$ cat config.mk
export PLATFORM = sky130hd
export DESIGN_NAME = fifo_level_and_irq_modify
export DESIGN_NICKNAME = d
export VERILOG_FILES = /design/src/fifo_level_pkg.sv /design/src/fifo_level_and_irq_modify.sv
export VERILOG_INCLUDE_DIRS = /design/src
export SDC_FILE = /design/constraint.sdc
export NUM_CORES = 2
export LEC_CHECK = 0
export BUFFER_PORTS_ARGS = -buffer_cell sky130_fd_sc_hd__buf_2
export CAP_MARGIN = 20
export CORE_MARGIN = 2
export CORE_UTILIZATION = 40
export CTS_CLUSTER_DIAMETER = 150
export DETAILED_ROUTE_END_ITERATION = 8
export SLEW_MARGIN = 0
export SYNTH_ARGS = -nofsm -noshare
export SYNTH_HDL_FRONTEND = slang
export SYNTH_MEMORY_MAX_BITS = 65536
export SYNTH_SLANG_ARGS = --single-unit
$ cat constraint.sdc
create_clock -name sys_clk -period 9.1 [get_ports sys_clk]
set_clock_uncertainty 0.2 [all_clocks]
set_input_delay 0.91 -clock sys_clk [delete_from_list [all_inputs] [get_ports sys_clk]]
set_output_delay 0.91 -clock sys_clk [all_outputs]
set_load 0.01 [all_outputs]
$ cat src/fifo_level_defs.svh
// Register offsets, field positions, reset values and sizes of the FIFO register block
`ifndef FIFO_LEVEL_DEFS_SVH
`define FIFO_LEVEL_DEFS_SVH
`define ADDR_FIFO_SETUP 7'h04
`define ADDR_FIFO_THRESHOLD 7'h03
`define ADDR_FIFO_FILL_COUNT 7'h04
`define ADDR_FIFO_DATA_PORT 7'h05
`define ADDR_INTERRUPT_REQUEST_0 7'h06
`define ADDR_INTERRUPT_REQUEST_1 7'h07
`define ADDR_SETUP_REG 7'h02
`define BIT_DEPTH_SELECT 7
`define BIT_NEAR_FULL 6
`define BIT_NEAR_EMPTY 5
`define BIT_FLUSH 4
`define BIT_THRESHOLD_MSB 2
`define BIT_IRQ_SET 7
`define DEPTH_LARGE 10'h0200
`define DEPTH_SMALL 10'h00ff
`define RESET_THRESHOLD 8'h00
`define RESET_FILL_COUNT 10'h0000
`define RESET_SETUP 8'h00
`define RESET_IRQ 7'h00
`endif

$ cat src/fifo_level_pkg.sv
// Types shared by the FIFO register block
package fifo_level_pkg;
    // One host register access
    typedef struct packed {
        logic wr;
        logic rd;
        logic [6:0] addr;
        logic [7:0] wdata;
    } reg_req_t;
    // Read answer of one access
    typedef struct packed {
        logic valid;
        logic [7:0] rdata;
    } reg_rsp_t;
    // Byte stream from host data port writes
    typedef struct packed {
        logic valid;
        logic [7:0] data;
    } byte_beat_t;
    typedef enum logic [1:0] {
        BUF_EMPTY,
        BUF_ONE,
        BUF_TWO
    } buf_state_t;
endpackage

$ cat src/fifo_level_and_irq_modify.sv
// FIFO data port, threshold and fill count logic with set/clear interrupt request registers
`timescale 1ns/100ps
`include "fifo_level_defs.svh"

////////////////////////////////////////////////////////////////////////////////
// Contract
// - Eight-bit threshold, ninth bit from setup register in 512-byte mode.
// - Near-empty flag is 1 when fill count is at or below threshold.
// - Near-full flag is 1 when depth minus fill count is at or below threshold.
// - Depth is 255 when depth select is 1, 512 when 0.
// - Fill count readable, low eight bits reset to zero.
// - In 512-byte mode upper fill count bits come from setup register.
// - Extension bits only count when 512-byte depth is selected.
// - Data port write pushes and increments count; read pops and decrements.
// - Data port accesses do not advance the host address pointer.
// - Threshold, fill count and data port sit at consecutive addresses.
// - Written ones set flags when bit 7 is 1, else clear them.
// - Flush bit empties the FIFO and always reads as zero.
module fifo_level_and_irq_modify
#(
    parameter int ADDR_W = 7,
    parameter int DEPTH_MAX = 512
)
(
    input wire logic sys_clk,
    input wire logic rst_n,
    input wire fifo_level_pkg::reg_req_t host_req,
    output fifo_level_pkg::reg_rsp_t host_rsp,
    output logic addr_hold,
    output logic push_ready,
    input wire logic [6:0] interrupt_request_0_events,
    input wire logic [6:0] interrupt_request_1_events,
    output logic [6:0] interrupt_request_0_flags,
    output logic [6:0] interrupt_request_1_flags,
    output logic near_full_flag,
    output logic near_empty_flag,
    output logic [9:0] fill_count
);
    import fifo_level_pkg::*;

    ////////////////////////////////////////////////////////////////////////////
    // Storage and state
    logic [7:0] mem [0:DEPTH_MAX-1];
    logic [8:0] wr_ptr_ff, nxt_wr_ptr;
    logic [8:0] rd_ptr_ff, nxt_rd_ptr;
    logic [9:0] count_ff, nxt_count;
    logic [7:0] threshold_ff, nxt_threshold;
    logic depth_select_ff, nxt_depth_select;
    logic threshold_msb_extension_ff, nxt_threshold_msb_extension;
    logic [6:0] interrupt_request_0_ff, nxt_interrupt_request_0;
    logic [6:0] interrupt_request_1_ff, nxt_interrupt_request_1;
    reg_rsp_t rsp_ff, nxt_rsp;
    logic [9:0] depth;
    logic [8:0] threshold_eff;
    logic full;
    logic empty;
    logic do_push;
    logic do_pop;
    logic flush;
    logic [7:0] setup_rd;

    // Two-entry skid buffer between the host write strobe and the array
    byte_beat_t skid_ff [0:1];
    byte_beat_t nxt_skid [0:1];
    buf_state_t buf_ff, nxt_buf;
    logic in_valid;
    logic out_valid;
    logic out_ready;

    ////////////////////////////////////////////////////////////////////////////
    // Derived levels
    always_comb
    begin
        depth = depth_select_ff ? `DEPTH_SMALL : `DEPTH_LARGE;
        // Extension bit ignored in 255-byte mode
        threshold_eff = {threshold_msb_extension_ff & ~depth_select_ff, threshold_ff};
        full = (count_ff >= depth);
        empty = (count_ff == `RESET_FILL_COUNT);
        near_empty_flag = (count_ff <= {1'b0, threshold_eff});
        near_full_flag = ((depth - count_ff) <= {1'b0, threshold_eff});
    end

    ////////////////////////////////////////////////////////////////////////////
    // Host decode
    always_comb
    begin
        in_valid = host_req.wr && host_req.addr == `ADDR_FIFO_DATA_PORT;
        flush = host_req.wr && host_req.addr == `ADDR_SETUP_REG && host_req.wdata[`BIT_FLUSH];
        // Pop only a stored byte, never past empty
        do_pop = host_req.rd && host_req.addr == `ADDR_FIFO_DATA_PORT && !empty && !flush;
        out_valid = (buf_ff != BUF_EMPTY);
        // Push stalls while the array is full or a pop uses the port this cycle
        out_ready = !full && !do_pop && !flush;
        do_push = out_valid && out_ready;
        push_ready = (buf_ff != BUF_TWO);
        addr_hold = (host_req.wr || host_req.rd) && host_req.addr == `ADDR_FIFO_DATA_PORT;
    end

    ////////////////////////////////////////////////////////////////////////////
    // Skid buffer next state
    always_comb
    begin
        nxt_skid[0] = skid_ff[0];
        nxt_skid[1] = skid_ff[1];
        nxt_buf = buf_ff;
        if (flush)
        begin
            nxt_buf = BUF_EMPTY;
        end
        else
        begin
            case (buf_ff)
                BUF_EMPTY:
                begin
                    if (in_valid)
                    begin
                        nxt_skid[0] = '{valid: 1'b1, data: host_req.wdata};
                        nxt_buf = BUF_ONE;
                    end
                end
                BUF_ONE:
                begin
                    if (in_valid && do_push)
                    begin
                        nxt_skid[0] = '{valid: 1'b1, data: host_req.wdata};
                    end
                    else if (in_valid)
                    begin
                        nxt_skid[1] = '{valid: 1'b1, data: host_req.wdata};
                        nxt_buf = BUF_TWO;
                    end
                    else if (do_push)
                    begin
                        nxt_buf = BUF_EMPTY;
                    end
                end
                BUF_TWO:
                begin
                    // Input refused here; push_ready is low
                    if (do_push)
                    begin
                        nxt_skid[0] = skid_ff[1];
                        nxt_buf = BUF_ONE;
                    end
                end
                default:
                begin
                    nxt_buf = BUF_EMPTY;
                end
            endcase
        end
    end

    ////////////////////////////////////////////////////////////////////////////
    // FIFO pointers, count and registers next state
    always_comb
    begin
        nxt_wr_ptr = wr_ptr_ff;
        nxt_rd_ptr = rd_ptr_ff;
        nxt_count = count_ff;
        nxt_threshold = threshold_ff;
        nxt_depth_select = depth_select_ff;
        nxt_threshold_msb_extension = threshold_msb_extension_ff;
        if (flush)
        begin
            nxt_wr_ptr = '0;
            nxt_rd_ptr = '0;
            nxt_count = `RESET_FILL_COUNT;
        end
        else
        begin
            if (do_push)
            begin
                nxt_wr_ptr = (wr_ptr_ff + 9'd1 == depth[8:0] && depth_select_ff) ? 9'd0 : wr_ptr_ff + 9'd1;
                nxt_count = count_ff + 10'd1;
            end
            if (do_pop)
            begin
                nxt_rd_ptr = (rd_ptr_ff + 9'd1 == depth[8:0] && depth_select_ff) ? 9'd0 : rd_ptr_ff + 9'd1;
                nxt_count = count_ff - 10'd1;
            end
        end
        if (host_req.wr && host_req.addr == `ADDR_FIFO_THRESHOLD)
        begin
            nxt_threshold = host_req.wdata;
        end
        if (host_req.wr && host_req.addr == `ADDR_SETUP_REG)
        begin
            nxt_depth_select = host_req.wdata[`BIT_DEPTH_SELECT];
            nxt_threshold_msb_extension = host_req.wdata[`BIT_THRESHOLD_MSB];
        end
    end

    ////////////////////////////////////////////////////////////////////////////
    // Interrupt request flags: hardware events win over a software clear
    always_comb
    begin
        nxt_interrupt_request_0 = interrupt_request_0_ff;
        nxt_interrupt_request_1 = interrupt_request_1_ff;
        if (host_req.wr && host_req.addr == `ADDR_INTERRUPT_REQUEST_0)
        begin
            nxt_interrupt_request_0 = host_req.wdata[`BIT_IRQ_SET] ? (interrupt_request_0_ff | host_req.wdata[6:0])
                                                  : (interrupt_request_0_ff & ~host_req.wdata[6:0]);
        end
        if (host_req.wr && host_req.addr == `ADDR_INTERRUPT_REQUEST_1)
        begin
            nxt_interrupt_request_1 = host_req.wdata[`BIT_IRQ_SET] ? (interrupt_request_1_ff | host_req.wdata[6:0])
                                                  : (interrupt_request_1_ff & ~host_req.wdata[6:0]);
        end
        nxt_interrupt_request_0 = nxt_interrupt_request_0 | interrupt_request_0_events;
        nxt_interrupt_request_1 = nxt_interrupt_request_1 | interrupt_request_1_events;
    end

    ////////////////////////////////////////////////////////////////////////////
    // Read answer, one cycle after the read strobe
    always_comb
    begin
        // Flush bit always reads zero; extension bits only meaningful in 512 mode
        setup_rd = {depth_select_ff, near_full_flag, near_empty_flag, 1'b0, 1'b0,
                    threshold_msb_extension_ff, depth_select_ff ? 2'b00 : count_ff[9:8]};
        nxt_rsp = '{valid: host_req.rd, rdata: 8'h00};
        case (host_req.addr)
            `ADDR_SETUP_REG: nxt_rsp.rdata = setup_rd;
            `ADDR_FIFO_THRESHOLD: nxt_rsp.rdata = threshold_ff;
            `ADDR_FIFO_FILL_COUNT: nxt_rsp.rdata = count_ff[7:0];
            `ADDR_FIFO_DATA_PORT: nxt_rsp.rdata = empty ? 8'h00 : mem[rd_ptr_ff];
            `ADDR_INTERRUPT_REQUEST_0: nxt_rsp.rdata = {1'b0, interrupt_request_0_ff};
            `ADDR_INTERRUPT_REQUEST_1: nxt_rsp.rdata = {1'b0, interrupt_request_1_ff};
            default: nxt_rsp.rdata = 8'h00;
        endcase
        if (!host_req.rd)
        begin
            nxt_rsp.rdata = rsp_ff.rdata;
        end
    end

    ////////////////////////////////////////////////////////////////////////////
    // Array write; storage needs no reset
    always_ff @(posedge sys_clk)
    begin
        if (do_push)
        begin
            mem[wr_ptr_ff] <= skid_ff[0].data;
        end
    end

    // State registers
    always_ff @(posedge sys_clk)
    begin
        if (!rst_n)
        begin
            wr_ptr_ff <= '0;
            rd_ptr_ff <= '0;
            count_ff <= `RESET_FILL_COUNT;
            threshold_ff <= `RESET_THRESHOLD;
            depth_select_ff <= 1'b0;
            threshold_msb_extension_ff <= 1'b0;
            interrupt_request_0_ff <= `RESET_IRQ;
            interrupt_request_1_ff <= `RESET_IRQ;
            rsp_ff <= '0;
            buf_ff <= BUF_EMPTY;
            skid_ff[0] <= '0;
            skid_ff[1] <= '0;
        end
        else
        begin
            wr_ptr_ff <= nxt_wr_ptr;
            rd_ptr_ff <= nxt_rd_ptr;
            count_ff <= nxt_count;
            threshold_ff <= nxt_threshold;
            depth_select_ff <= nxt_depth_select;
            threshold_msb_extension_ff <= nxt_threshold_msb_extension;
            interrupt_request_0_ff <= nxt_interrupt_request_0;
            interrupt_request_1_ff <= nxt_interrupt_request_1;
            rsp_ff <= nxt_rsp;
            buf_ff <= nxt_buf;
            skid_ff[0] <= nxt_skid[0];
            skid_ff[1] <= nxt_skid[1];
        end
    end

    assign host_rsp = rsp_ff;
    assign interrupt_request_0_flags = interrupt_request_0_ff;
    assign interrupt_request_1_flags = interrupt_request_1_ff;
    assign fill_count = count_ff;
endmodule

Yosys cells after proc, flatten, opt, wreduce, memory -nomap -nowiden
Memories as Yosys holds them, arrays and structs flattened. A register that Yosys moved wholly into a read port is not among the register bits.
Index checks and enable logic that the tools add are counted.
{"block": "classes", "n_addsub": 5, "magnitude_cmp": 3, "n_eq_ne": 15, "mux": 34, "bitwise_logic": 12, "reduce_logical": 27}
{"cell": "$mux 9", "n": 12}
{"cell": "$pmux 8 s6", "n": 1}
{"cell": "$mux 10", "n": 3}
{"cell": "$eq 7x3->1 const B", "n": 4}
{"cell": "$mux 7", "n": 4}
{"cell": "$or 7x7->7", "n": 4}
{"cell": "$pmux 9 s3", "n": 1}
{"cell": "$le 10x9->1", "n": 2}
{"cell": "$add 9x1->9 const B", "n": 2}
{"cell": "$eq 9x9->1", "n": 2}
{"cell": "$mux 18", "n": 1}
{"cell": "$logic_and 1x1->1", "n": 16}
{"cell": "$and 7x7->7", "n": 2}
{"cell": "$eq 7x2->1 const B", "n": 2}
{"cell": "$mux 2", "n": 6}
{"cell": "$add 10x1->10 const B", "n": 1}
{"cell": "$ge 10x10->1", "n": 1}
{"cell": "$logic_not 10->1", "n": 1}
{"cell": "$sub 10x1->10 const B", "n": 1}
{"cell": "$sub 10x10->10", "n": 1}
{"cell": "$mux 8", "n": 1}
{"cell": "$ne 2x2->1 const B", "n": 4}
{"cell": "$not 7->7", "n": 1}
{"cell": "$pmux 2 s3", "n": 1}
{"cell": "other kinds (13)", "n": 22}
{"block": "totals", "regBits": 63, "ramBits": 4114, "input_bits": 33, "out_inout_bits": 37, "word_cells": 109, "mem_count": 2}
{"name": "mem", "words": 512, "width": 8, "rd": 1, "rd_ports_with_merged_regs": 1, "wr": 1, "line": "fifo_level_and_irq_modify.sv:43", "source": "logic [7:0] mem [0:DEPTH_MAX-1];"}
{"name": "skid_ff", "words": 2, "width": 9, "rd": 2, "rd_ports_with_merged_regs": 0, "wr": 2, "line": "fifo_level_and_irq_modify.sv:63", "source": "byte_beat_t skid_ff [0:1];"}

Depth between registers and ports, before layout
{"block": "depth", "ltp_word": 14, "depth_mapped": 16}

Least setup slack after synthesis
Ideal clock, no wire load.
{"block": "synth_path", "kind": "flip-flop to flip-flop", "from": "memory skid_ff[0][0] (netlist bit)", "to": "memory mem[0][0] (data pin)", "setup_time_ns": 1.509, "t_arrival_ns": 6.515, "required_time_ns": 7.391, "setup_slack_ns": 0.876, "path_stages_with_launch": 1, "n_path_buf": 0, "period_less_slack_ns": 8.224, "path_cell_list": "dfxtp_1"}
{"element": "start, declared", "line": "fifo_level_and_irq_modify.sv:63"}
{"element": "end, declared", "line": "fifo_level_and_irq_modify.sv:43"}

Worst setup path after layout
{"block": "layout_path", "from": "register depth_select_ff", "to": "memory mem[103][7], enable pin"}
{"block": "layout_via", "elab_chain_cells": 8}
{"element": "start, declared", "line": "fifo_level_and_irq_modify.sv:48", "source": "logic depth_select_ff, nxt_depth_select;"}
{"element": "start signal, assigned", "line": "fifo_level_and_irq_modify.sv:271", "source": "depth_select_ff <= nxt_depth_select;"}
{"element": "$mux 10 (no line)"}
{"element": "$ge 10x10->1", "line": "fifo_level_and_irq_modify.sv:77", "source": "full = (count_ff >= depth);"}
{"element": "$logic_not 1->1", "line": "fifo_level_and_irq_modify.sv:93", "source": "out_ready = !full && !do_pop && !flush;"}
{"element": "$logic_and 1x1->1 (2 in series)", "line": "fifo_level_and_irq_modify.sv:93"}
{"element": "$logic_and 1x1->1", "line": "fifo_level_and_irq_modify.sv:94", "source": "do_push = out_valid && out_ready;"}
{"element": "$mux 1", "line": "fifo_level_and_irq_modify.sv:241", "source": "if (do_push)"}
{"element": "$mux 1 (implied by the code)", "line": "fifo_level_and_irq_modify.sv:243", "source": "mem[wr_ptr_ff] <= skid_ff[0].data;"}
Every way passes these cells.

==> metrics.txt <==
CP peak stage delay between 0.8 and 0.9 ns; MaxCap Viol Count 0; Setup CP Type flop to flop; port bufs slightly below 70; # Post-CTS Setup Buffers 0; post-DR wirelength/cell about 34 um; GRT Util Overall 0.220; largest net degree at the start of global routing 162; CP Data Arrival Time around 6.6 ns; Root Driver clkbuf_16; Slew Viols, Final 0; status complete, no violations; net count after synthesis ~7800; Worst Hold Class primary input to flop; Clock Sinks around 4200; Syn-to-layout area delta 12.4%; PwrDens 206 nW/um2; Post-Syn Area 164000 um2; number of synthesized flops with an enable pin 4096; Remaining DRCs 0; Clock Latency Late Sink roughly 0.97 ns; CP Buf/Inv Count 2; Max Clk Rate 161 MHz; r2r worst-path depth 12; P_leak 51.2 nW; Synth area leaders edfxtp_1, mux4_2, mux2i_1; Die W between 600 and 700 um; Synth cell types 80; period utilization 0.681; Filler cells 33900; initial core utilization 0.401; sequential area share after synthesis 0.762; crit-path leading delay family simple AND/OR/NAND/NOR gates; TritonCTS clock tree yes; Yosys top cell by area edfxtp_1; crit path launch type flop; Avg Cell Area, Syn approximately 21 um2; Yosys reg bits around 4200; initial DRC count 12100; RSZ-0062 raised after global routing false; total power roughly 38 mW; GP Congestion approximately 0.89; H-tree depth 5; antenna violations before repair 20; slowest CP cell nor2_4; height of the die 644 um; most numerous cell in the Yosys netlist edfxtp_1; Post-synth top cells edfxtp_1, mux4_2, nor2_1, mux2i_1, clkbuf_1; relative slew slack 0.175; synth warn 0; die area approximately 410000 um2; ys async rst share 0; critical path launch point depth_select_ff$_SDFFE_PN0N_; cts hold-fix bufs 15; CP Cell Sequence inv_1 > ha_1 > fa_1 > nor2b_1 > o21a_1 > o21ai_0 > a21oi_1 > o41ai_4 > nor2_4 > nand3_4 > buf_4 > nor2_1; Std-Cell Rows 235; Ports 70; ys flop type edfxtp_1; Core Area between 400000 and 500000 um2; RR Startpoint depth_select_ff$_SDFFE_PN0N_; Critical Path RT 9.47 ns; Vias a little over 80000; fin crit period 6.20 ns; share of layout cells above drive strength 1 0.244; Syn Inst Count about 7800; ANT nets after route 0; FF-to-FF setup slack 2.90 ns; worst-margin pin slew roughly 1.2 ns; vias per std cell between 6 and 7; CTS buffer count a little over 400; first-pass GRT wire length approximately 650000 um; Critical Path Sink Type flop; drt first pass iters 6; Worst path depth 12; WL final approximately 460000 um; vias in the first global route 82300; Critical Path Fanout Max 19; clk buf depth 4; maximum vdd drop approximately 0.15 mV; Final setup viols 0; Clock Pin Slew Worst Setup and Hold Paths roughly 0.070 ns; Fin. Hold Viols 0; CP Capture Point mem[103][7]$_DFFE_PP_; post_cts resized 0; top cell type's share of synthesized area 0.751; Nets between 8000 and 9000; total negative slack 0 ns; area occupied by registers around 120000 um2; Worst R2R End mem[103][7]$_DFFE_PP_; area occupied by multi-input gates between 30000 and 40000 um2; DP Wirelength between 200000 and 300000 um; GRT overflow 0
==> cell type report <==
class                   instances  area share
flip-flops and latches       4184       0.678
multi-input cells            3078       0.200
clock buffers                 477      0.0565
well taps                    5451      0.0370
clock inverters               268      0.0158
repair buffers                273      0.0124
inverters                      35    0.000727
diodes                          1   0.0000136
==> sequential cells by signal (all words and copies together) (netlist names), named ones only <==
name	count
buf_ff	2
depth_select_ff	1
fill_count	10
host_rsp	9
interrupt_request_0_flags	7
interrupt_request_1_flags	7
mem	4096
rd_ptr_ff	9
skid_ff	16
threshold_ff	8
threshold_msb_extension_ff	1
wr_ptr_ff	9
==> worst min path at each step <==
stage / start / to / slack (ns) / depth (start not counted)
after floorplan: threshold_ff[3]$_SDFFE_PN0P_ / threshold_ff[3]$_SDFFE_PN0P_ / 0.24 / 2
after global placement: threshold_ff[4]$_SDFFE_PN0P_ / threshold_ff[4]$_SDFFE_PN0P_ / 0.26 / 2
after detailed placement: threshold_ff[3]$_SDFFE_PN0P_ / threshold_ff[3]$_SDFFE_PN0P_ / 0.27 / 2
after CTS: host_req[3] / threshold_ff[3]$_SDFFE_PN0P_ / 0.002 / 3
after global routing: host_req[6] / threshold_ff[6]$_SDFFE_PN0P_ / 0.07 / 3
final: host_req[3] / threshold_ff[3]$_SDFFE_PN0P_ / 0.06 / 3
==> cell usage in the layout (no fill, tap or decap), types with 67 or more instances in the layout <==
cell type / synthesis / final
dfxtp_1: 88 / 72
o221ai_1: 67 / 67
buf_2: 157 / 69
buf_4: 41 / 155
a21oi_1: 104 / 104
clkbuf_16: 0 / 405
clkinv_2: 0 / 69
nor2_1: 625 / 622
mux2i_1: 246 / 246
edfxtp_1: 4096 / 4096
clkbuf_1: 215 / 72
mux4_2: 1064 / 1064
clkinv_1: 1 / 88
nand2_1: 166 / 164
==> worst reg2reg max path, stage by stage (launching register included) <==
cell	delay, ns
dfxtp_1	0.62
inv_1	0.31
ha_1	0.30
fa_1	0.41
nor2b_1	0.15
o21a_1	0.16
o21ai_0	0.11
a21oi_1	0.35
o41ai_4	0.19
nor2_4	0.87
nand3_4	0.68
buf_4	0.68
nor2_1	0.78
==> routing by layer <==
| layer | up-vias | global-route usage | part of all wire |
|---|---|---|---|
| met2 | 5008 | 0.348 | 0.47 |
| met3 | 613 | 0.0409 | 0.10 |
| met1 | 44600 | 0.316 | 0.40 |
| met4 | 4 | 0.0569 | 0.028 |
| li1 | 32900 | - | - |
| met5 | - | 0 | 0.000045 |
==> per-stage QoR <==
stage / cell area, um2 / instances / worst slack [ns] / utilization / hold WS [ns]
5_1_grt: 184000 / 13800 / 2.70 / 0.451 / 0.0698
2_1_floorplan: 164000 / 7767 / 0.876 / - / 0.243
3_3_place_gp: 171000 / 13000 / 2.96 / 0.417 / 0.261
3_5_place_dp: 171000 / 13000 / 2.97 / 0.418 / 0.271
6_report: 184000 / 13800 / 2.90 / 0.451 / 0.0608
4_1_cts: 184000 / 13800 / 2.91 / 0.451 / 0.00163
==> report_power, final <==
part / internal, mW / switching (mW) / total (mW)
clock network: 9.69 / 7.34 / 17.0
logic: 0.0295 / 0.0871 / 0.117
registers: 20.9 / 0.0113 / 20.9
==> kinds of logic (layout without fill, tap and decap cells) <==
family	Yosys count	in the layout	synth area share
and+or+nand+nor	1090	1090	0.0292
xor gates and xnor gates	23	23	0.00123
other	0	1	0
DFF	4184	4184	0.762
adders and majority gates	44	44	0.00345
AOI/OAI and AO/OA	560	560	0.0246
muxes	1361	1361	0.165
buffers and inverters	505	1053	0.0152
No activity file was read; power rests on OpenSTA's default activity.
